### src/logic/ssm_pkg.sv
// Constants, states and carriers of the system supervisor block.
// Assumes one 50 MHz clock drives the whole block.
package ssm_pkg;
  // Timing
  localparam int CLK_HZ = 50_000_000;
  localparam int CYC_PER_US = CLK_HZ / 1_000_000;
  localparam int WD_TICK_US = 1;
  localparam int WD_TICK_CYC = WD_TICK_US * CYC_PER_US;
  localparam int HOST_RST_US = 20;
  localparam int HOST_RST_CYC = HOST_RST_US * CYC_PER_US;
  localparam int PARK_US = 100;
  localparam int PARK_CYC = PARK_US * CYC_PER_US;
  localparam int RATIO_WIN_US = 40;
  localparam int RATIO_WIN_CYC = RATIO_WIN_US * CYC_PER_US;
  // Serial frame
  localparam int CMD_BITS = 8;
  localparam int DATA_BITS = 16;
  localparam int FRAME_BITS = CMD_BITS + DATA_BITS;
  // Register indexes
  localparam logic [6:0] REG_STATUS = 7'h00;
  localparam logic [6:0] REG_CTRL = 7'h01;
  localparam logic [6:0] REG_WD1_OPEN = 7'h02;
  localparam logic [6:0] REG_WD1_CLOSE = 7'h03;
  localparam logic [6:0] REG_WD2_OPEN = 7'h04;
  localparam logic [6:0] REG_WD2_CLOSE = 7'h05;
  localparam logic [6:0] REG_RATIO = 7'h06;
  localparam logic [6:0] REG_REV = 7'h07;
  // Status fields
  localparam int STAT_TEMP_LSB = 0;
  localparam int STAT_WDERR_LSB = 4;
  localparam int STAT_PG = 6;
  localparam int STAT_BROWN = 7;
  localparam int STAT_STATE_LSB = 8;
  // Control fields
  localparam int CTRL_WD_EN_LSB = 0;
  localparam int CTRL_SW_PARK = 2;
  localparam int CTRL_SW_CYCLE = 3;
  localparam int CTRL_WARN_IRQ_EN = 4;
  // Reset values
  localparam logic [15:0] CTRL_RST = 16'h0000;
  localparam logic [15:0] WD_OPEN_RST = 16'h000a;
  localparam logic [15:0] WD_CLOSE_RST = 16'h0064;
  localparam logic [15:0] REV_ID = 16'h0011;  // Arbitrary value

  typedef enum logic [2:0] {
    ST_OFF, ST_RAILS, ST_HOST_RST, ST_STANDBY, ST_ACTIVE, ST_PARKING, ST_SHUTDOWN
  } ssm_state_e;

  typedef struct packed {
    logic sclk;
    logic cs_n;
    logic mosi;
  } ssm_spi_in_s;
endpackage

### src/logic/ssm_supervisor.sv
// System supervisor: power-on gating, rail and brown-out monitoring,
// two windowed watchdogs, temperature gating, clock ratio and two serial ports.
// Assumes all pins are asynchronous to mclk_i and are synchronised here.
`timescale 1ns/10ps
`default_nettype none

// Contract
// Supply monitor reset clears all logic.
// After reset, power request gates power-on.
// Brown-out parks mirrors, then ready-off.
// OR rail faults into aggregate power good.
// Two fully independent watchdogs.
// Controller toggles triggers from health signals.
// Registers set window open and close.
// Rising trigger edge starts watchdog cycle.
// Edge before window opens is error.
// Window closing without edge is error.
// Every rising edge restarts the cycle.
// Two temperature monitors, warn and error.
// Warning may raise processor interrupt.
// Over-temperature shuts down until request toggles.
// Power-on waits for temperature below warning.
// Temperature bits readable on both ports.
// Measure and report internal/external clock ratio.
// Controller compares ratio with expected value.
// Two serial ports; primary reads and writes.
// Secondary port reads everything, never writes.
// Chip select low frames each transfer.
// Secondary samples data on rising clock.
// Far end always sends complete frames.
// Enabled watchdog error returns to off.
// Shutdown exits only on request low.
// Disabled watchdog never flags errors.
// Watchdog and ratio timing use internal clock.
module ssm_supervisor #(
  parameter int PARK_CYC = ssm_pkg::PARK_CYC
) (
  // Clock and reset
  input wire logic mclk_i,
  input wire logic reset_i,
  // Power control
  input wire logic system_power_request_i,
  input wire logic main_input_brownout_sense_i,
  input wire logic [3:0] rail_fault_i,
  input wire logic mirror_power_request_i,
  output logic rail_enable_o,
  output logic host_reset_n_o,
  output logic park_n_o,
  output logic mirror_supply_en_o,
  output logic rail_monitor_aggregate_good_o,
  output logic [2:0] state_o,
  // Watchdogs
  input wire logic [1:0] watchdog_trigger_input_i,
  output logic [1:0] watchdog_error_o,
  // Temperature
  input wire logic [1:0] temp_warn_i,
  input wire logic [1:0] temp_err_i,
  output logic temp_warn_irq_o,
  // Clock monitor
  input wire logic external_sequencer_clock_i,
  // Serial ports, index 0 primary, 1 monitor
  input wire ssm_pkg::ssm_spi_in_s [1:0] spi_i,
  output logic [1:0] spi_miso_o,
  output logic [1:0] spi_miso_oe_o
);
  import ssm_pkg::*;

  localparam int NSYNC = 20;
  // Chip selects rest high so that no frame appears during or right after reset
  localparam logic [NSYNC-1:0] SYNC_IDLE = 20'h0_0012;

  // Two-flop synchronisers on every pin
  logic [NSYNC-1:0] sync1_r, sync2_r, prev_r;
  logic [NSYNC-1:0] pins;
  assign pins = {system_power_request_i, main_input_brownout_sense_i, rail_fault_i, mirror_power_request_i,
                 watchdog_trigger_input_i, temp_warn_i, temp_err_i, external_sequencer_clock_i,
                 spi_i[1], spi_i[0]};
  always_ff @(posedge mclk_i)
  begin
    if (reset_i)
    begin
      sync1_r <= SYNC_IDLE;
      sync2_r <= SYNC_IDLE;
      prev_r <= SYNC_IDLE;
    end
    else
    begin
      sync1_r <= pins;
      sync2_r <= sync1_r;
      prev_r <= sync2_r;
    end
  end

  logic s_req, s_brown, s_mreq, s_seq, seq_rise;
  logic [3:0] s_fault;
  logic [1:0] s_wd, wd_rise, s_warn, s_err;
  assign {s_req, s_brown, s_fault, s_mreq, s_wd, s_warn, s_err, s_seq} = sync2_r[19:6];
  assign wd_rise = s_wd & ~prev_r[12:11];
  assign seq_rise = s_seq & ~prev_r[6];

  // Register file
  logic [15:0] ctrl_r, ctrl_nxt;
  logic [15:0] wd_open_r [2], wd_close_r [2], wd_open_nxt [2], wd_close_nxt [2];
  logic wr_stb [2];
  logic [6:0] wr_addr [2];
  logic [15:0] wr_data [2];
  logic [1:0] wd_en, wd_err_r, wd_err_nxt, wd_clr;
  logic sw_park, sw_cycle, pg;
  logic [15:0] ratio_r, ratio_nxt;
  ssm_state_e state_r, state_nxt;

  assign pg = ~|s_fault;
  assign wd_en = ctrl_r[CTRL_WD_EN_LSB +: 2];
  // Only the primary port's strobe reaches storage
  assign sw_park = wr_stb[0] && wr_addr[0] == REG_CTRL && wr_data[0][CTRL_SW_PARK];
  assign sw_cycle = wr_stb[0] && wr_addr[0] == REG_CTRL && wr_data[0][CTRL_SW_CYCLE];
  assign wd_clr = (wr_stb[0] && wr_addr[0] == REG_STATUS) ? wr_data[0][STAT_WDERR_LSB +: 2] : 2'b00;

  function automatic logic [15:0] reg_read(input logic [6:0] a);
    logic [15:0] d;
    d = 16'h0000;
    unique case (a)
      REG_STATUS:
      begin
        d[STAT_TEMP_LSB +: 4] = {s_err, s_warn};
        d[STAT_WDERR_LSB +: 2] = wd_err_r;
        d[STAT_PG] = pg;
        d[STAT_BROWN] = s_brown;
        d[STAT_STATE_LSB +: 3] = state_r;
      end
      REG_CTRL: d = ctrl_r;
      REG_WD1_OPEN: d = wd_open_r[0];
      REG_WD1_CLOSE: d = wd_close_r[0];
      REG_WD2_OPEN: d = wd_open_r[1];
      REG_WD2_CLOSE: d = wd_close_r[1];
      REG_RATIO: d = ratio_r;
      REG_REV: d = REV_ID;
      default: d = 16'h0000;
    endcase
    return d;
  endfunction

  always_comb
  begin
    ctrl_nxt = ctrl_r;
    wd_open_nxt = wd_open_r;
    wd_close_nxt = wd_close_r;
    if (wr_stb[0])
    begin
      unique case (wr_addr[0])
        REG_CTRL: ctrl_nxt = wr_data[0] & ~(16'h0001 << CTRL_SW_PARK) & ~(16'h0001 << CTRL_SW_CYCLE);
        REG_WD1_OPEN: wd_open_nxt[0] = wr_data[0];
        REG_WD1_CLOSE: wd_close_nxt[0] = wr_data[0];
        REG_WD2_OPEN: wd_open_nxt[1] = wr_data[0];
        REG_WD2_CLOSE: wd_close_nxt[1] = wr_data[0];
        default: ;
      endcase
    end
  end

  always_ff @(posedge mclk_i)
  begin
    if (reset_i)
    begin
      ctrl_r <= CTRL_RST;
      wd_open_r <= '{WD_OPEN_RST, WD_OPEN_RST};
      wd_close_r <= '{WD_CLOSE_RST, WD_CLOSE_RST};
    end
    else
    begin
      ctrl_r <= ctrl_nxt;
      wd_open_r <= wd_open_nxt;
      wd_close_r <= wd_close_nxt;
    end
  end

  // Serial ports: 8-bit command (write flag, 7-bit index), then 16 data bits, MSB first
  for (genvar p = 0; p < 2; p++)
  begin : g_port
    logic cs_n, sclk, mosi, rise, fall, start;
    logic [4:0] cnt_r, cnt_nxt;
    logic [15:0] rx_r, rx_nxt, tx_r, tx_nxt;
    logic [6:0] addr_r, addr_nxt;
    logic wr_r, wr_nxt;
    logic wf_r, wf_nxt;
    logic [15:0] wd_r, wd_nxt;
    assign {sclk, cs_n, mosi} = sync2_r[3*p +: 3];
    assign rise = sclk & ~prev_r[3*p+2];
    assign fall = ~sclk & prev_r[3*p+2];
    assign start = ~cs_n & prev_r[3*p+1];

    always_comb
    begin
      cnt_nxt = cnt_r;
      rx_nxt = rx_r;
      tx_nxt = tx_r;
      addr_nxt = addr_r;
      wr_nxt = 1'b0;
      wf_nxt = wf_r;
      wd_nxt = wd_r;
      if (start)
      begin
        cnt_nxt = 5'd0;
        tx_nxt = 16'h0000;
      end
      else if (!cs_n && rise)
      begin
        rx_nxt = {rx_r[14:0], mosi};
        if (cnt_r != 5'(FRAME_BITS))
          cnt_nxt = cnt_r + 5'd1;
        if (cnt_r == 5'(CMD_BITS - 1))
        begin
          addr_nxt = {rx_r[5:0], mosi};
          // The write flag has left the 16-bit shifter by the end of the frame
          wf_nxt = rx_r[6];
          tx_nxt = reg_read({rx_r[5:0], mosi});
        end
        // Write only on a complete frame, primary port only
        if (cnt_r == 5'(FRAME_BITS - 1) && p == 0 && wf_r)
        begin
          wr_nxt = 1'b1;
          wd_nxt = {rx_r[14:0], mosi};
        end
      end
      else if (!cs_n && fall && cnt_r > 5'(CMD_BITS))
        tx_nxt = {tx_r[14:0], 1'b0};
    end

    always_ff @(posedge mclk_i)
    begin
      if (reset_i)
      begin
        cnt_r <= 5'd0;
        rx_r <= 16'h0000;
        tx_r <= 16'h0000;
        addr_r <= 7'h00;
        wr_r <= 1'b0;
        wf_r <= 1'b0;
        wd_r <= 16'h0000;
      end
      else
      begin
        cnt_r <= cnt_nxt;
        rx_r <= rx_nxt;
        tx_r <= tx_nxt;
        addr_r <= addr_nxt;
        wr_r <= wr_nxt;
        wf_r <= wf_nxt;
        wd_r <= wd_nxt;
      end
    end
    assign wr_stb[p] = wr_r;
    assign wr_addr[p] = addr_r;
    assign wr_data[p] = wd_r;
    assign spi_miso_o[p] = tx_r[15];
    assign spi_miso_oe_o[p] = ~cs_n;
  end

  // Watchdog time base runs on the internal clock so a dead sequencer clock is still caught
  logic [5:0] tick_cnt_r, tick_cnt_nxt;
  logic tick;
  assign tick = tick_cnt_r == 6'(WD_TICK_CYC - 1);
  always_comb
    tick_cnt_nxt = tick ? 6'd0 : tick_cnt_r + 6'd1;

  logic [15:0] wd_cnt_r [2], wd_cnt_nxt [2];
  logic [1:0] wd_arm_r, wd_arm_nxt;
  for (genvar w = 0; w < 2; w++)
  begin : g_wd
    always_comb
    begin
      wd_cnt_nxt[w] = wd_cnt_r[w];
      wd_arm_nxt[w] = wd_arm_r[w];
      wd_err_nxt[w] = wd_err_r[w] & ~wd_clr[w];
      if (!wd_en[w])
      begin
        wd_arm_nxt[w] = 1'b0;
        wd_err_nxt[w] = 1'b0;
      end
      else if (wd_rise[w])
      begin
        if (wd_arm_r[w] && wd_cnt_r[w] < wd_open_r[w])
          wd_err_nxt[w] = 1'b1;
        wd_cnt_nxt[w] = 16'h0000;
        wd_arm_nxt[w] = 1'b1;
      end
      else if (wd_arm_r[w] && tick)
      begin
        if (wd_cnt_r[w] >= wd_close_r[w])
        begin
          wd_err_nxt[w] = 1'b1;
          wd_arm_nxt[w] = 1'b0;
        end
        else
          wd_cnt_nxt[w] = wd_cnt_r[w] + 16'h0001;
      end
    end
  end

  // Clock ratio: external edges per fixed internal window; 25 MHz is the sampling limit
  logic [15:0] win_r, win_nxt, edge_r, edge_nxt;
  always_comb
  begin
    ratio_nxt = ratio_r;
    win_nxt = win_r + 16'h0001;
    edge_nxt = edge_r + {15'h0000, seq_rise};
    if (win_r == 16'(RATIO_WIN_CYC - 1))
    begin
      ratio_nxt = edge_nxt;
      win_nxt = 16'h0000;
      edge_nxt = 16'h0000;
    end
  end

  // System state machine
  logic [15:0] tmr_r, tmr_nxt;
  logic to_off_r, to_off_nxt, to_shut_r, to_shut_nxt;
  logic wd_fault, park_evt;
  assign wd_fault = |(wd_err_r & wd_en);
  assign park_evt = ~s_req | s_brown | ~pg | |s_err | sw_park | sw_cycle | wd_fault | ~s_mreq;

  always_comb
  begin
    state_nxt = state_r;
    tmr_nxt = tmr_r + 16'h0001;
    to_off_nxt = to_off_r;
    to_shut_nxt = to_shut_r;
    unique case (state_r)
      ST_OFF:
      begin
        tmr_nxt = 16'h0000;
        if (s_req && !s_brown && !(|s_warn))
          state_nxt = ST_RAILS;
      end
      ST_RAILS:
      begin
        tmr_nxt = 16'h0000;
        if (!s_req || s_brown)
          state_nxt = ST_OFF;
        else if (pg)
          state_nxt = ST_HOST_RST;
      end
      ST_HOST_RST:
        if (!pg || !s_req || s_brown)
          state_nxt = ST_OFF;
        else if (tmr_r == 16'(HOST_RST_CYC - 1))
          state_nxt = ST_STANDBY;
      ST_STANDBY:
      begin
        tmr_nxt = 16'h0000;
        if (|s_err)
          state_nxt = ST_SHUTDOWN;
        else if (!s_req || s_brown || !pg || sw_cycle || wd_fault)
          state_nxt = ST_OFF;
        else if (s_mreq)
          state_nxt = ST_ACTIVE;
      end
      ST_ACTIVE:
      begin
        tmr_nxt = 16'h0000;
        to_off_nxt = ~s_req | s_brown | ~pg | sw_cycle | wd_fault;
        to_shut_nxt = |s_err;
        if (park_evt)
          state_nxt = ST_PARKING;
      end
      ST_PARKING:
        if (tmr_r == 16'(PARK_CYC - 1))
          state_nxt = to_shut_r ? ST_SHUTDOWN : (to_off_r ? ST_OFF : ST_STANDBY);
      ST_SHUTDOWN:
      begin
        tmr_nxt = 16'h0000;
        if (!s_req)
          state_nxt = ST_OFF;
      end
    endcase
  end

  always_ff @(posedge mclk_i)
  begin
    if (reset_i)
    begin
      state_r <= ST_OFF;
      tmr_r <= 16'h0000;
      to_off_r <= 1'b0;
      to_shut_r <= 1'b0;
      tick_cnt_r <= 6'd0;
      wd_cnt_r <= '{16'h0000, 16'h0000};
      wd_arm_r <= 2'b00;
      wd_err_r <= 2'b00;
      win_r <= 16'h0000;
      edge_r <= 16'h0000;
      ratio_r <= 16'h0000;
    end
    else
    begin
      state_r <= state_nxt;
      tmr_r <= tmr_nxt;
      to_off_r <= to_off_nxt;
      to_shut_r <= to_shut_nxt;
      tick_cnt_r <= tick_cnt_nxt;
      wd_cnt_r <= wd_cnt_nxt;
      wd_arm_r <= wd_arm_nxt;
      wd_err_r <= wd_err_nxt;
      win_r <= win_nxt;
      edge_r <= edge_nxt;
      ratio_r <= ratio_nxt;
    end
  end

  // Outputs decoded from registered state
  assign rail_enable_o = state_r != ST_OFF && state_r != ST_SHUTDOWN;
  assign host_reset_n_o = state_r == ST_STANDBY || state_r == ST_ACTIVE || state_r == ST_PARKING;
  assign park_n_o = state_r != ST_PARKING;
  assign mirror_supply_en_o = state_r == ST_ACTIVE;
  assign rail_monitor_aggregate_good_o = pg;
  assign state_o = state_r;
  assign watchdog_error_o = wd_err_r;
  assign temp_warn_irq_o = ctrl_r[CTRL_WARN_IRQ_EN] & |s_warn;
endmodule

`default_nettype wire

### config.mk
export PLATFORM = sky130hd
export DESIGN_NAME = ssm_supervisor
export DESIGN_NICKNAME = d
export VERILOG_FILES = /design/src/logic/ssm_pkg.sv /design/src/logic/ssm_supervisor.sv
export SDC_FILE = /design/constraint.sdc
export NUM_CORES = 1
export LEC_CHECK = 0
export ABC_AREA = 1
export BUFFER_PORTS_ARGS = -buffer_cell sky130_fd_sc_hd__buf_2
export CAP_MARGIN = 20
export CORE_ASPECT_RATIO = 0.9
export CORE_MARGIN = 2
export CORE_UTILIZATION = 40
export CTS_CLUSTER_SIZE = 12
export DETAILED_ROUTE_END_ITERATION = 16
export SLEW_MARGIN = 20
export SYNTH_ARGS = -nofsm -noshare
export SYNTH_HDL_FRONTEND = slang
export SYNTH_SLANG_ARGS = --single-unit
### constraint.sdc
create_clock -name mclk_i -period 1.9 [get_ports mclk_i]
set_input_delay 0.57 -clock mclk_i [delete_from_list [all_inputs] [get_ports mclk_i]]
set_output_delay 0.57 -clock mclk_i [all_outputs]
set_load 0.03 [all_outputs]
* Word-level counts from Yosys, hierarchy flattened
Index checks and enable logic that the tools add are counted.
** Storage, ports and cells
- Register bits after elaboration :: 330
- Input port bits :: 22
- Output and inout port bits :: 15
- Logic and storage cells :: 250
** Cells by class
- Add/subtract/negate cells :: 8
- Order comparisons :: 6
- Equal/unequal tests :: 47
- Mux-type cells :: 46
- Bitwise gates (word level) :: 38
- Reductions and logical operators :: 73
** Operators by type and width (number)
- 16-bit two-way mux :: 12
- 11-bit one-hot mux with 8 select lines :: 2
- 7-bit by 3-bit equality test with 1-bit output, second input constant :: 10
- 16-bit by 1-bit adder with 16-bit output, second input constant :: 4
- 5-bit one-hot mux with 6 select lines :: 2
- 7-bit by 2-bit equality test with 1-bit output, second input constant :: 6
- 3-bit two-way mux :: 12
- 16-bit >= comparator :: 2
- 16-bit less-than comparator :: 2
- 2-bit AND reduction :: 13
- 7-bit by 1-bit equality test with 1-bit output, second input constant :: 3
- 7-bit zero test :: 3
- 3-bit one-hot mux with 7 select lines :: 1
- 1-bit logical AND :: 18
- 2-bit OR reduction :: 9
- 16-bit by 1-bit adder with 16-bit output :: 1
- 16-bit by 10-bit equality test with 1-bit output, second input constant :: 1
- 16-bit by 11-bit equality test with 1-bit output, second input constant :: 1
- 16-bit by 13-bit equality test with 1-bit output, second input constant :: 1
- 1-bit inverter :: 16
- 1-bit two-way mux :: 15
- 3-bit != test, second input constant :: 4
- 3-bit AND reduction :: 4
- 2-bit nonzero test :: 6
- 26 further kinds :: 70

* Longest topological paths before layout
Gate-level depths: netlist of the first run.
- Depth in word-level cells :: 10
- Mapped depth :: 16
- Gate-level depth less buffers :: 15

* Worst setup path before layout of the first run
OpenSTA, ideal clock, no wires.
- Kind :: reg-to-reg
- Start :: reg state_r[2], in the netlist state_o[2]
- End :: reg state_r[0], in the netlist state_o[0]
- Setup time :: 0.116 ns
- Arrival :: 1.969 ns
- Data required time :: 1.784 ns
- Path slack :: -0.186 ns
- Cell stages (with the launch flop) :: 9
- Buffers on the path :: 0
- Period minus slack after synthesis :: 2.086 ns
- Cells stage by stage :: dfxtp_1 inv_1 nor2_1 and3_1 nand2_1 nor2_1 nor2_1 a21oi_1 nor2_1
** On the way
- Longest elaborated chain between the ends :: 3
- Elaborated cells on any way between the ends :: 16
- Those cells by class :: 13 x eq/ne; 1 x mux; 2 x reduce/logical
** Ends and longest elaborated chain
- start: declaration :: line ssm_supervisor.sv:110 : ssm_state_e state_r, state_nxt;
- start signal: assignment :: line ssm_supervisor.sv:396 : state_r <= state_nxt;
- 3-bit equality test *
- via mirror_supply_en_o :: line ssm_supervisor.sv:49 : output logic mirror_supply_en_o,
- 2-bit by 1-bit != test with 1-bit output (no line)
- 7-bit AND reduction (no line)
The timed path passes the listed nets; every way through them passes the cells marked *.
A chain may end at the register's enable or synchronous reset.

* Worst setup path after layout of the first run
- Start :: reg state_r[1], in the netlist state_o[1]
- End :: out host_reset_n_o
** On the way
- Longest elaborated chain between the ends :: 3
- Elaborated cells on any way between the ends :: 5
- Those cells by class :: 3 x eq/ne; 2 x reduce/logical
** Ends and longest elaborated chain
- 3-bit by 2-bit equality test with 1-bit output / 3-bit equality test (equally long branches) :: line ssm_supervisor.sv:412 : assign host_reset_n_o = state_r == ST_STANDBY || state_r == ST_ACTIVE || state_r == ST_PARKING;
- 1-bit logical OR :: line ssm_supervisor.sv:412
- 1-bit logical OR * :: line ssm_supervisor.sv:412
- end: declaration :: line ssm_supervisor.sv:47 : output logic host_reset_n_o,
Mark *: on every way between the ends. The rest lies on a longest branch, timed or not.

==> results of run 1 <==
-- Yosys cell counts (all sizes together), types with 4 or more instances --
library cell / count / area share, %
nand2: 344 / 8.0
nand3b: 8 / 0.37
clkbuf: 57 / 1.3
o211ai: 11 / 0.51
nor2: 313 / 7.5
nor3: 47 / 1.7
inv: 336 / 7.8
nand4: 26 / 1.0
or2: 20 / 0.78
nor3b: 4 / 0.19
a21oi: 263 / 8.2
buf: 28 / 0.88
dfxtp: 324 / 40
o22ai: 87 / 3.4
xor2: 23 / 1.3
nand3: 116 / 3.6
nor4: 8 / 0.54
o21ai: 184 / 5.7
xnor2: 6 / 0.33
ha: 74 / 5.7
-- worst paths after layout --
check,startpoint,endpoint,slack (ns)
hold / removal,spi_i[1],sync1_r[1],0.19
setup / recovery,state_o[1],host_reset_n_o,-0.07
hold reg to reg,sync1_r[10],sync2_r[10],0.40
setup reg to reg,sync2_r[6],edge_r[14],-0.01
-- layout make-up --
type | instances | area share, %
clock buffer | 53 | 5.35
inverter | 337 | 6.36
sequential | 324 | 32.1
tap | 532 | 3.28
timing repair buffer | 234 | 9.90
multi-input combinational | 1553 | 42.2
clock inverter | 11 | 0.770
-- repair_timing --
item                                    in CTS  in global routing
pin swaps                                    9                 38
cloned                                       0                  7
setup buffers                               15                 16
gates resized for setup                     51                158
endpoints found under the setup margin      36                 95
-- sequential cells by signal, indices dropped and copies added, names as in the netlist, 2 cells and up --
| name | cells |
|---|---|
| g_port.tx_r | 32 |
| wd_close_r | 32 |
| wd_cnt_r | 32 |
| wd_open_r | 32 |
| g_port.rx_r | 21 |
| sync1_r | 20 |
| sync2_r | 20 |
| edge_r | 16 |
| g_port.wd_r | 16 |
| ratio_r | 16 |
| tmr_r | 16 |
| win_r | 16 |
| ctrl_r | 14 |
| g_port.cnt_r | 10 |
| g_port.addr_r | 7 |
| prev_r | 7 |
| tick_cnt_r | 6 |
| state_o | 3 |
| watchdog_error_o | 2 |
| wd_arm_r | 2 |
-- through the flow --
step	hold WS (ns)	setup TNS, ns
2_1_floorplan	0.388	-0.0243
3_3_place_gp	0.394	-0.0550
3_5_place_dp	0.392	-0.286
4_1_cts	0.166	-0.262
5_1_grt	0.178	-1.22
6_report	0.192	-0.199
-- power groups by stage --
stage                     clock, mW  combinational, mW  sequential [mW]
final                          7.34               1.75             7.01
after global routing           7.76               1.88             7.02
after detailed placement          0               1.30             7.11
after CTS                      7.48               1.64             6.99
after global placement            0               1.29             7.11
after floorplan                   0              0.734             7.17
-- per-layer routing --
metal / part of all wire [%] / track usage (%)
met5: 0 / 0
met4: 2.7 / 7.74
met3: 6.4 / 3.35
met2: 44 / 37.0
met1: 46 / 33.0
-- kinds of logic (layout without fill, tap and decap cells) --
kind of cell | count (synthesis) | after routing | synth area share [%]
AND/OR/NAND/NOR | 893 | 893 | 24.0
adder cells (fa/ha/maj) | 74 | 74 | 5.75
flip-flops | 324 | 324 | 40.3
buffers and inverters | 422 | 635 | 10.1
XOR/XNOR | 29 | 29 | 1.58
AO/OA/AOI/OAI | 557 | 557 | 18.4
==> metrics.md, run 1 <==
| Metric | Value |
|---|---|
| R2R depth | 11 |
| Drt pass-1 iters | 5 |
| DRT antenna net count | 0 |
| LEAKAGE | 8.39 nW |
| Synthesized cell area | 16100 um^2 |
| Placed Cells | 2943 |
| Worst path max stage delay | 0.38 ns |
| Routability cong. | 0.959 |
| PnR worst setup slack | -0.0744 ns |
| Sw Ratio | 25.2% |
| Flops & latches, synth | 324 |
| Layout net count | 2584 |
| Share of cells above drive strength 1 | 18.8% |
| Crit share post-route | 104% |
| Crit path capture type | output port |
| Longest Clk Path Bufs | 3 |
| Final Util | 51.2% |
| Setup crit start kind | register |
| Dpl ws | -0.0426 ns |
| Top FF cell, synth | dfxtp_1 |
| Clock share of power | 45.6% |
| Minimum clock period | 1.97 ns |
| FF+latch area | 6520 um^2 |
| Final setup violation count | 5 |
| Post-route cell area | 20300 um^2 |
| Root Driver | clkbuf_16 |
| Worst-path maximum fanout | 4 |
| Post-CTS Hold Buffers | 0 |
| WP data required | 1.33 ns |
| Vias/cell | 5.25 |
| Least-Margin Pin Slew | 0.591 ns |
| TritonCTS clock tree | built |
| Global Route Usage Sum | 23.5% |
| Worst Path Arrival | 1.40 ns |
| Most frequent cells in the layout | nand2_1 (328), inv_1 (305), dfxtp_1 (302) |
| Row count | 69 |
| Hold Crit Class | in2reg |
| Cells after Synth | 2299 |
| Die X | 216 um |
| Starting Density | 40.6% |
| NetSw | 4.06 mW |
| Die Area | 41900 um^2 |
| Buf+Inv Stages, Crit Path | 2 |
| Worst skew pair latency | 0.56 ns |
| Max_cap viols | 0 |
| Power, Total | 16.1 mW |
| Hold Path Depth | 2 |
| Max Clock Freq | 506 MHz |
| Power density over the cells | 793 nW/um^2 |
| Antenna cell count | 0 |
| Vias | 16000 |
| Final std cells w/o fill | 3044 |
| DP HPWL | 37500 um |
| Pin count of the biggest net entering global routing | 35 |
| Sequential area share after synthesis | 40.3% |
| Remaining DRCs | 0 |
| Syn_area_per_cell | 7.01 um^2 |
| Comb pwr share | 10.9% |
| Setup Skew | 0.0238 ns |
| Final wirelength | 51200 um |
| Max-slew violations | 0 |
| Critical-path cell list | buf_6 -> nand3_2 -> o21ai_1 -> buf_4 |
| Filler cells | 3792 |
| Core area | 39600 um^2 |
| Critical path's slowest cell | dfxtp_4 |
| CP Depth | 4 |
| H-Tree Depth | 2 |
| Clk sink count | 324 |
| Initial antenna violation count | 0 |
| Initial DRC count | 1186 |
| Vias in the first global route | 14400 |
| Top Family by Delay on Critical Path | flip-flops |
| Internal Power | 12.0 mW |
| Setup Crit Path Kind | reg2out |
| Ys async rst share | 0% |
| IO Count | 37 |
| Rel. slew slack | 60.6% |
| Port bufs | 36 |
| Unique masters post-synth | 43 |
| Global-route wire length before repair | 78300 um |
| Overflow after GRT | 0 |
| Clock Pin Slew Worst Setup and Hold Paths | 0.06 ns |
| Number of flops mapped to enable cells by yosys | 0 |
| Peak supply drop | 0.787 mV |
| Placed cell area | 18000 um^2 |
| Multi-input logic area | 8580 um^2 |
| Average routed wire per standard cell | 16.8 um |
| Status | complete, but fails checks |
| Failing checks | negative setup slack |
| Vert. Die Dim | 194 um |
| Most common cell after layout, fill and taps aside | nand2_1 |
| Area Growth Syn to Fin | 26.1% |
| Hold Vio Cnt, Final | 0 |
| Post-synth net total | 2395 |
| Reg power frac | 43.5% |
| Yosys warnings | 0 |
| Unrepaired setup endpoints after global routing | true |
| CTS Buf Count | 38 |
(Power assumes the default switching activity.)
==> inputs of run 2 (changes only) <==
--- a/config.mk
+++ b/config.mk
@@ -10,9 +10,11 @@
 export CAP_MARGIN = 20
 export CORE_ASPECT_RATIO = 0.9
 export CORE_MARGIN = 2
-export CORE_UTILIZATION = 40
+export CORE_UTILIZATION = 29
 export CTS_CLUSTER_SIZE = 12
 export DETAILED_ROUTE_END_ITERATION = 16
+export PLACE_DENSITY = 0.51
+export SKIP_CTS_REPAIR_TIMING = 1
 export SLEW_MARGIN = 20
 export SYNTH_ARGS = -nofsm -noshare
 export SYNTH_HDL_FRONTEND = slang
==> run 2 against run 1 <==
Final cell count is 5.7% higher. Combinational power is 5% lower. Critical path type unchanged. Sequential power barely moved. The flow still finishes with violations (negative setup slack). Largest cell class unchanged. Critical endpoint is now rail_enable_o. Non-clock buffer count shrank 6.
==> metrics.md, run 2 (synthesis results as in run 1) <==
| Metric | Value |
|---|---|
| Status | complete, but fails checks |
| Failing checks | negative setup slack |
| Worst-path maximum fanout | 5 (+1) |
| Setup crit start kind | register |
| Vias in the first global route | 14500 (+0.30%) |
| Root Driver | clkbuf_16 |
| Dpl ws | -0.130 ns (-0.0878 ns) |
| Overflow after GRT | 0 (unchanged) |
| TritonCTS clock tree | built |
| Critical-path cell list | inv_8 -> nor3_4 -> nor2_1 -> buf_4 |
| Longest Clk Path Bufs | 3 (unchanged) |
| Top Family by Delay on Critical Path | flip-flops |
| Hold Path Depth | 2 (unchanged) |
| Row count | 81 (+17%) |
| LEAKAGE | 8.39 nW (about the same) |
| Setup Crit Path Kind | reg2out |
| Max Clock Freq | 492 MHz (-2.9%) |
| Clk sink count | 324 (unchanged) |
| Flop2flop setup slack | -0.07 ns (-0.06 ns) |
| Die X | 252 um (+17%) |
| Port bufs | 36 (unchanged) |
| Area Growth Syn to Fin | 28.2% |
| Initial DRC count | 1111 (-6.3%) |
| Remaining DRCs | 0 (unchanged) |
| Max_cap viols | 0 (unchanged) |
| Layout net count | 2580 (-0.15%) |
| Vert. Die Dim | 228 um (+17%) |
| Average routed wire per standard cell | 16.6 um (-1.4%) |
| Most frequent cells in the layout | nand2_1 (332), inv_1 (303), dfxtp_1 (293) |
| Power, Total | 16.3 mW (+0.93%) |
| Final std cells w/o fill | 3218 (+5.7%) |
| Crit path capture type | output port |
| PnR worst setup slack | -0.134 ns (-0.0594 ns) |
| Worst Path Arrival | 1.46 ns (+0.06 ns) |
| HP Start | spi_i[4] |
| FF-to-FF Start | sync2_r[6] |
| H-Tree Depth | 2 (unchanged) |
| Final wirelength | 53400 um (+4.3%) |
| R2R depth | 11 (unchanged) |
| DP HPWL | 39400 um (+5.1%) |
| Hold Vio Cnt, Final | 0 (unchanged) |
| Power density over the cells | 787 nW/um^2 (-0.75%) |
| Routability cong. | 0.890 (-7.2%) |
| Reg2reg end | edge_r[14] |
| Crit share post-route | 107% (+3.1 points) |
| Minimum clock period | 2.03 ns (+0.0594 ns) |
| IO Count | 37 (unchanged) |
| Peak supply drop | 0.445 mV (-43%) |
| Unrepaired setup endpoints after global routing | true |
| Rel. slew slack | 65.1% (+4.5 points) |
| DRT antenna net count | 0 (unchanged) |
| Setup TNS | -0.241 ns (-0.0426 ns) |
| Max-slew violations | 0 (unchanged) |
| Hold slack | 0.191 ns (-0.0000330 ns) |
| Clock Pin Slew Worst Setup and Hold Paths | 0.06 ns (about the same) |
| Hold Crit Class | in2reg |
| Share of cells above drive strength 1 | 19.9% (+1.1 points) |
| Placed Cells | 3112 (+5.7%) |
| Die Area | 57400 um^2 (+37%) |
| Global-route wire length before repair | 81600 um (+4.1%) |
| Critical path's slowest cell | dfxtp_4 |
| WP data required | 1.33 ns (about the same) |
| Vias | 15700 (-1.6%) |
| CTS Buf Count | 39 (+2.6%) |
| Starting Density | 29.5% (-11 points) |
| Final setup violation count | 5 (unchanged) |
| Setup Skew | 0.0175 ns (-0.00628 ns) |
| Least-Margin Pin Slew | 0.523 ns (-0.0676 ns) |
| Pin count of the biggest net entering global routing | 58 (+66%) |
| Global Route Usage Sum | 18.1% (-5.4 points) |
| Buf+Inv Stages, Crit Path | 2 (unchanged) |
| Core area | 54600 um^2 (+38%) |
| Antenna cell count | 0 (unchanged) |
| Most common cell after layout, fill and taps aside | nand2_1 |
| Worst Hold End | sync1_r[4] |
| Vias/cell | 4.88 (-6.9%) |
| Worst skew pair latency | 0.56 ns (about the same) |
| Worst path max stage delay | 0.42 ns (+0.04 ns) |
| Drt pass-1 iters | 5 (unchanged) |
| Initial antenna violation count | 0 (unchanged) |
run 2: power by group:
group	internal (mW)	total, mW	switching [mW]
Sequential	6.91	7.01	0.0951
Clock	4.53	7.58	3.05
Combinational	0.622	1.66	1.04
run 2: layout make-up:
cell class | count | area [um^2]
clock inverters | 13 | 173
inverters | 337 | 1290
multi-input cells | 1554 | 8710
repair buffers | 228 | 1940
clock buffers | 57 | 1120
well taps | 705 | 882
fillers | 5697 | 34000
flip-flops and latches | 324 | 6530
run 2: worst max path at each step:
stage | start | slack [ns] | end | cells after the start
5_1_grt | state_o[2] | -0.18 | rail_enable_o | 4
4_1_cts | state_o[1] | -0.36 | mirror_supply_en_o | 4
3_5_place_dp | sync2_r[6] | -0.13 | edge_r[14] | 11
2_1_floorplan | state_o[1] | -0.02 | rail_enable_o | 4
6_report | state_o[2] | -0.13 | rail_enable_o | 4
3_3_place_gp | sync2_r[6] | -0.06 | edge_r[14] | 11
run 2: per-layer routing:
metal	vias up	wire, um	global-route usage [%]
met3	82	3080	3.04
met1	7307	25600	25.4
met4	0	1400	6.01
met2	392	23300	28.2
li1	7932	-	-
met5	-	0	0
run 2: worst reg2reg max path, stage by stage, from the launching register on:
cell and delay (ns):
dfxtp_2 0.32, inv_2 0.04, nor2_2 0.08, ha_2 0.22, ha_4 0.15, nand3_4 0.09
nor3_4 0.20, nand3_2 0.13, nor3_4 0.26, nand2_1 0.10, xnor2_1 0.14, and2_1 0.14
run 2: stage by stage:
stage | utilization [%] | instance area, um^2
3_5_place_dp | 33.3 | 18200
3_3_place_gp | 33.3 | 18200
2_1_floorplan | - | 16100
6_report | 37.8 | 20700
5_1_grt | 37.8 | 20700
4_1_cts | 35.7 | 19500
==> inputs of run 3 (changes only) <==
--- a/config.mk
+++ b/config.mk
@@ -14,7 +14,6 @@
 export CTS_CLUSTER_SIZE = 12
 export DETAILED_ROUTE_END_ITERATION = 16
 export PLACE_DENSITY = 0.51
-export SKIP_CTS_REPAIR_TIMING = 1
 export SLEW_MARGIN = 20
 export SYNTH_ARGS = -nofsm -noshare
 export SYNTH_HDL_FRONTEND = slang
==> run 3 against run 2 <==
The flow still finishes with violations (negative setup slack). Combinational power about the same. Register-to-register slack barely moved. Sequential share of layout area fell by 0.082 points. Critical endpoint unchanged. Die area did not move. Final cell count barely moved.
==> metrics.md, run 3 (synthesis results as in run 1) <==
| Metric | Value |
|---|---|
| H-Tree Depth | 2 (unchanged) |
| Placed Cells | 3112 (unchanged) |
| Port bufs | 36 (unchanged) |
| Root Driver | clkbuf_16 |
| Average routed wire per standard cell | 16.6 um (+0.16%) |
| Worst-path maximum fanout | 5 (unchanged) |
| Max-slew violations | 0 (unchanged) |
| FF+latch area | 6530 um^2 (about the same) |
| Final std cells w/o fill | 3221 (+0.093%) |
| Remaining DRCs | 0 (unchanged) |
| Vias/cell | 4.89 (+0.22%) |
| Vias in the first global route | 14600 (+0.98%) |
| Area Growth Syn to Fin | 28.6% |
| Initial antenna violation count | 0 (unchanged) |
| Vias | 15800 (+0.31%) |
| Share of cells above drive strength 1 | 20.3% (+0.41 points) |
| Reg power frac | 43.1% (about the same) |
| Die X | 252 um (unchanged) |
| Setup crit start kind | register |
| Max_cap viols | 0 (unchanged) |
| DP HPWL | 39400 um (unchanged) |
| Routability cong. | 0.890 (unchanged) |
| Internal Power | 12.1 mW (about the same) |
| Row count | 81 (unchanged) |
| Initial DRC count | 1143 (+2.9%) |
| Max Clock Freq | 499 MHz (+1.4%) |
| WP data required | 1.33 ns (about the same) |
| Core area | 54600 um^2 (unchanged) |
| Pin count of the biggest net entering global routing | 58 (unchanged) |
| Antenna cell count | 0 (unchanged) |
| Crit path capture type | output port |
| Dpl ws | -0.130 ns (unchanged) |
| Hold slack | 0.190 ns (-0.00128 ns) |
| Power, Total | 16.2 mW (about the same) |
| Crit share post-route | 106% (-1.5 points) |
| PnR worst setup slack | -0.105 ns (+0.0284 ns) |
| DRT antenna net count | 0 (unchanged) |
| Most common cell after layout, fill and taps aside | nand2_1 |
| Final wirelength | 53500 um (+0.26%) |
| Most frequent cells in the layout | nand2_1 (330), inv_1 (301), dfxtp_1 (292) |
| Global Route Usage Sum | 18.2% (+0.094 points) |
| Global-route wire length before repair | 82000 um (+0.58%) |
| Filler cells | 5699 (+0.035%) |
| Hold Vio Cnt, Final | 0 (unchanged) |
| Setup Crit Path Kind | reg2out |
| Peak supply drop | 0.447 mV (+0.33%) |
| TritonCTS clock tree | built |
| Critical-path cell list | buf_6 -> nor3_4 -> nor2_1 -> buf_4 |
| Starting Density | 29.5% (unchanged) |
| Comb pwr share | 10.2% (about the same) |
| Status | complete, but fails checks |
| Power density over the cells | 785 nW/um^2 (-0.29%) |
| Drt pass-1 iters | 7 (+2) |
| Hold Crit Class | in2reg |
| Clock share of power | 46.7% (about the same) |
| Failing checks | negative setup slack |
| Overflow after GRT | 0 (unchanged) |
| Clk sink count | 324 (unchanged) |
| Layout net count | 2583 (+0.12%) |
| Clock Pin Slew Worst Setup and Hold Paths | 0.06 ns (about the same) |
| Minimum clock period | 2.01 ns (-0.0284 ns) |
| Worst Path Arrival | 1.44 ns (-0.02 ns) |
| Sw Ratio | 25.8% (+0.036 points) |
| IO Count | 37 (unchanged) |
| LEAKAGE | 8.41 nW (+0.14%) |
| Rel. slew slack | 61.2% (-3.9 points) |
| Die Area | 57400 um^2 (unchanged) |
| Longest Clk Path Bufs | 3 (unchanged) |
| NetSw | 4.20 mW (+0.13%) |
| Final setup violation count | 5 (unchanged) |
| Multi-input logic area | 8750 um^2 (+0.37%) |
| CTS Buf Count | 39 (unchanged) |
| Worst skew pair latency | 0.56 ns (about the same) |
| Worst path max stage delay | 0.33 ns (-0.09 ns) |
| Least-Margin Pin Slew | 0.582 ns (+0.0583 ns) |
| Unrepaired setup endpoints after global routing | true |
| Setup TNS | -0.200 ns (+0.0416 ns) |
| Setup Skew | 0.0149 ns (-0.00263 ns) |
| Vert. Die Dim | 228 um (unchanged) |
| Critical path's slowest cell | dfxtp_2 |
-- run 3: routing by layer --
layer  global-route usage, %  wire length, um  vias up
li1                        -                -     7943
met1                    25.4            25200     7273
met2                    28.5            23400      455
met3                    3.08             3470       91
met4                    6.03             1470        0
met5                       0                0        -
-- run 3: critical path, delay by kind of cell (launching register included) --
family,cells,cell delay (ns)
flip-flops,1,0.33
buffers and inverters,2,0.30
AND/OR/NAND/NOR,2,0.24
-- run 3: cell type report --
type                       count  area share (%)
timing repair buffer         231            9.52
tap                          705            4.26
multi-input combinational   1554            42.2
clock inverter                13           0.834
sequential                   324            31.5
inverter                     337            6.21
clock buffer                  57            5.43
-- run 3: power groups by stage --
stage | Sequential, mW | Combinational (mW) | Clock (mW)
after floorplan | 7.17 | 0.734 | 0
after global placement | 7.11 | 1.33 | 0
after detailed placement | 7.11 | 1.33 | 0
after CTS | 6.98 | 1.52 | 7.77
after global routing | 7.01 | 1.78 | 8.06
final | 7.00 | 1.65 | 7.59
-- run 3: final timing paths --
kind | start | cells past startpoint | to | slack (ns)
max reg2reg | sync2_r[6] | 11 | edge_r[14] | -0.06
min reg2reg | sync1_r[10] | 2 | sync2_r[10] | 0.40
max | state_o[0] | 4 | rail_enable_o | -0.11
min | spi_i[4] | 2 | sync1_r[4] | 0.19
-- run 3: stage by stage --
step           util [%]  instance area (um^2)
5_1_grt            37.9                 20700
4_1_cts            36.1                 19700
6_report           37.9                 20700
2_1_floorplan         -                 16100
3_5_place_dp       33.3                 18200
3_3_place_gp       33.3                 18200
-- run 3: repair_timing --
item | CTS | global route
endpoints found under the setup margin | 43 | 121
resized for setup | 46 | 193
hold buffers | 0 | 0
pin swaps | 7 | 59
setup buffers | 13 | 22
gates cloned | 0 | 6
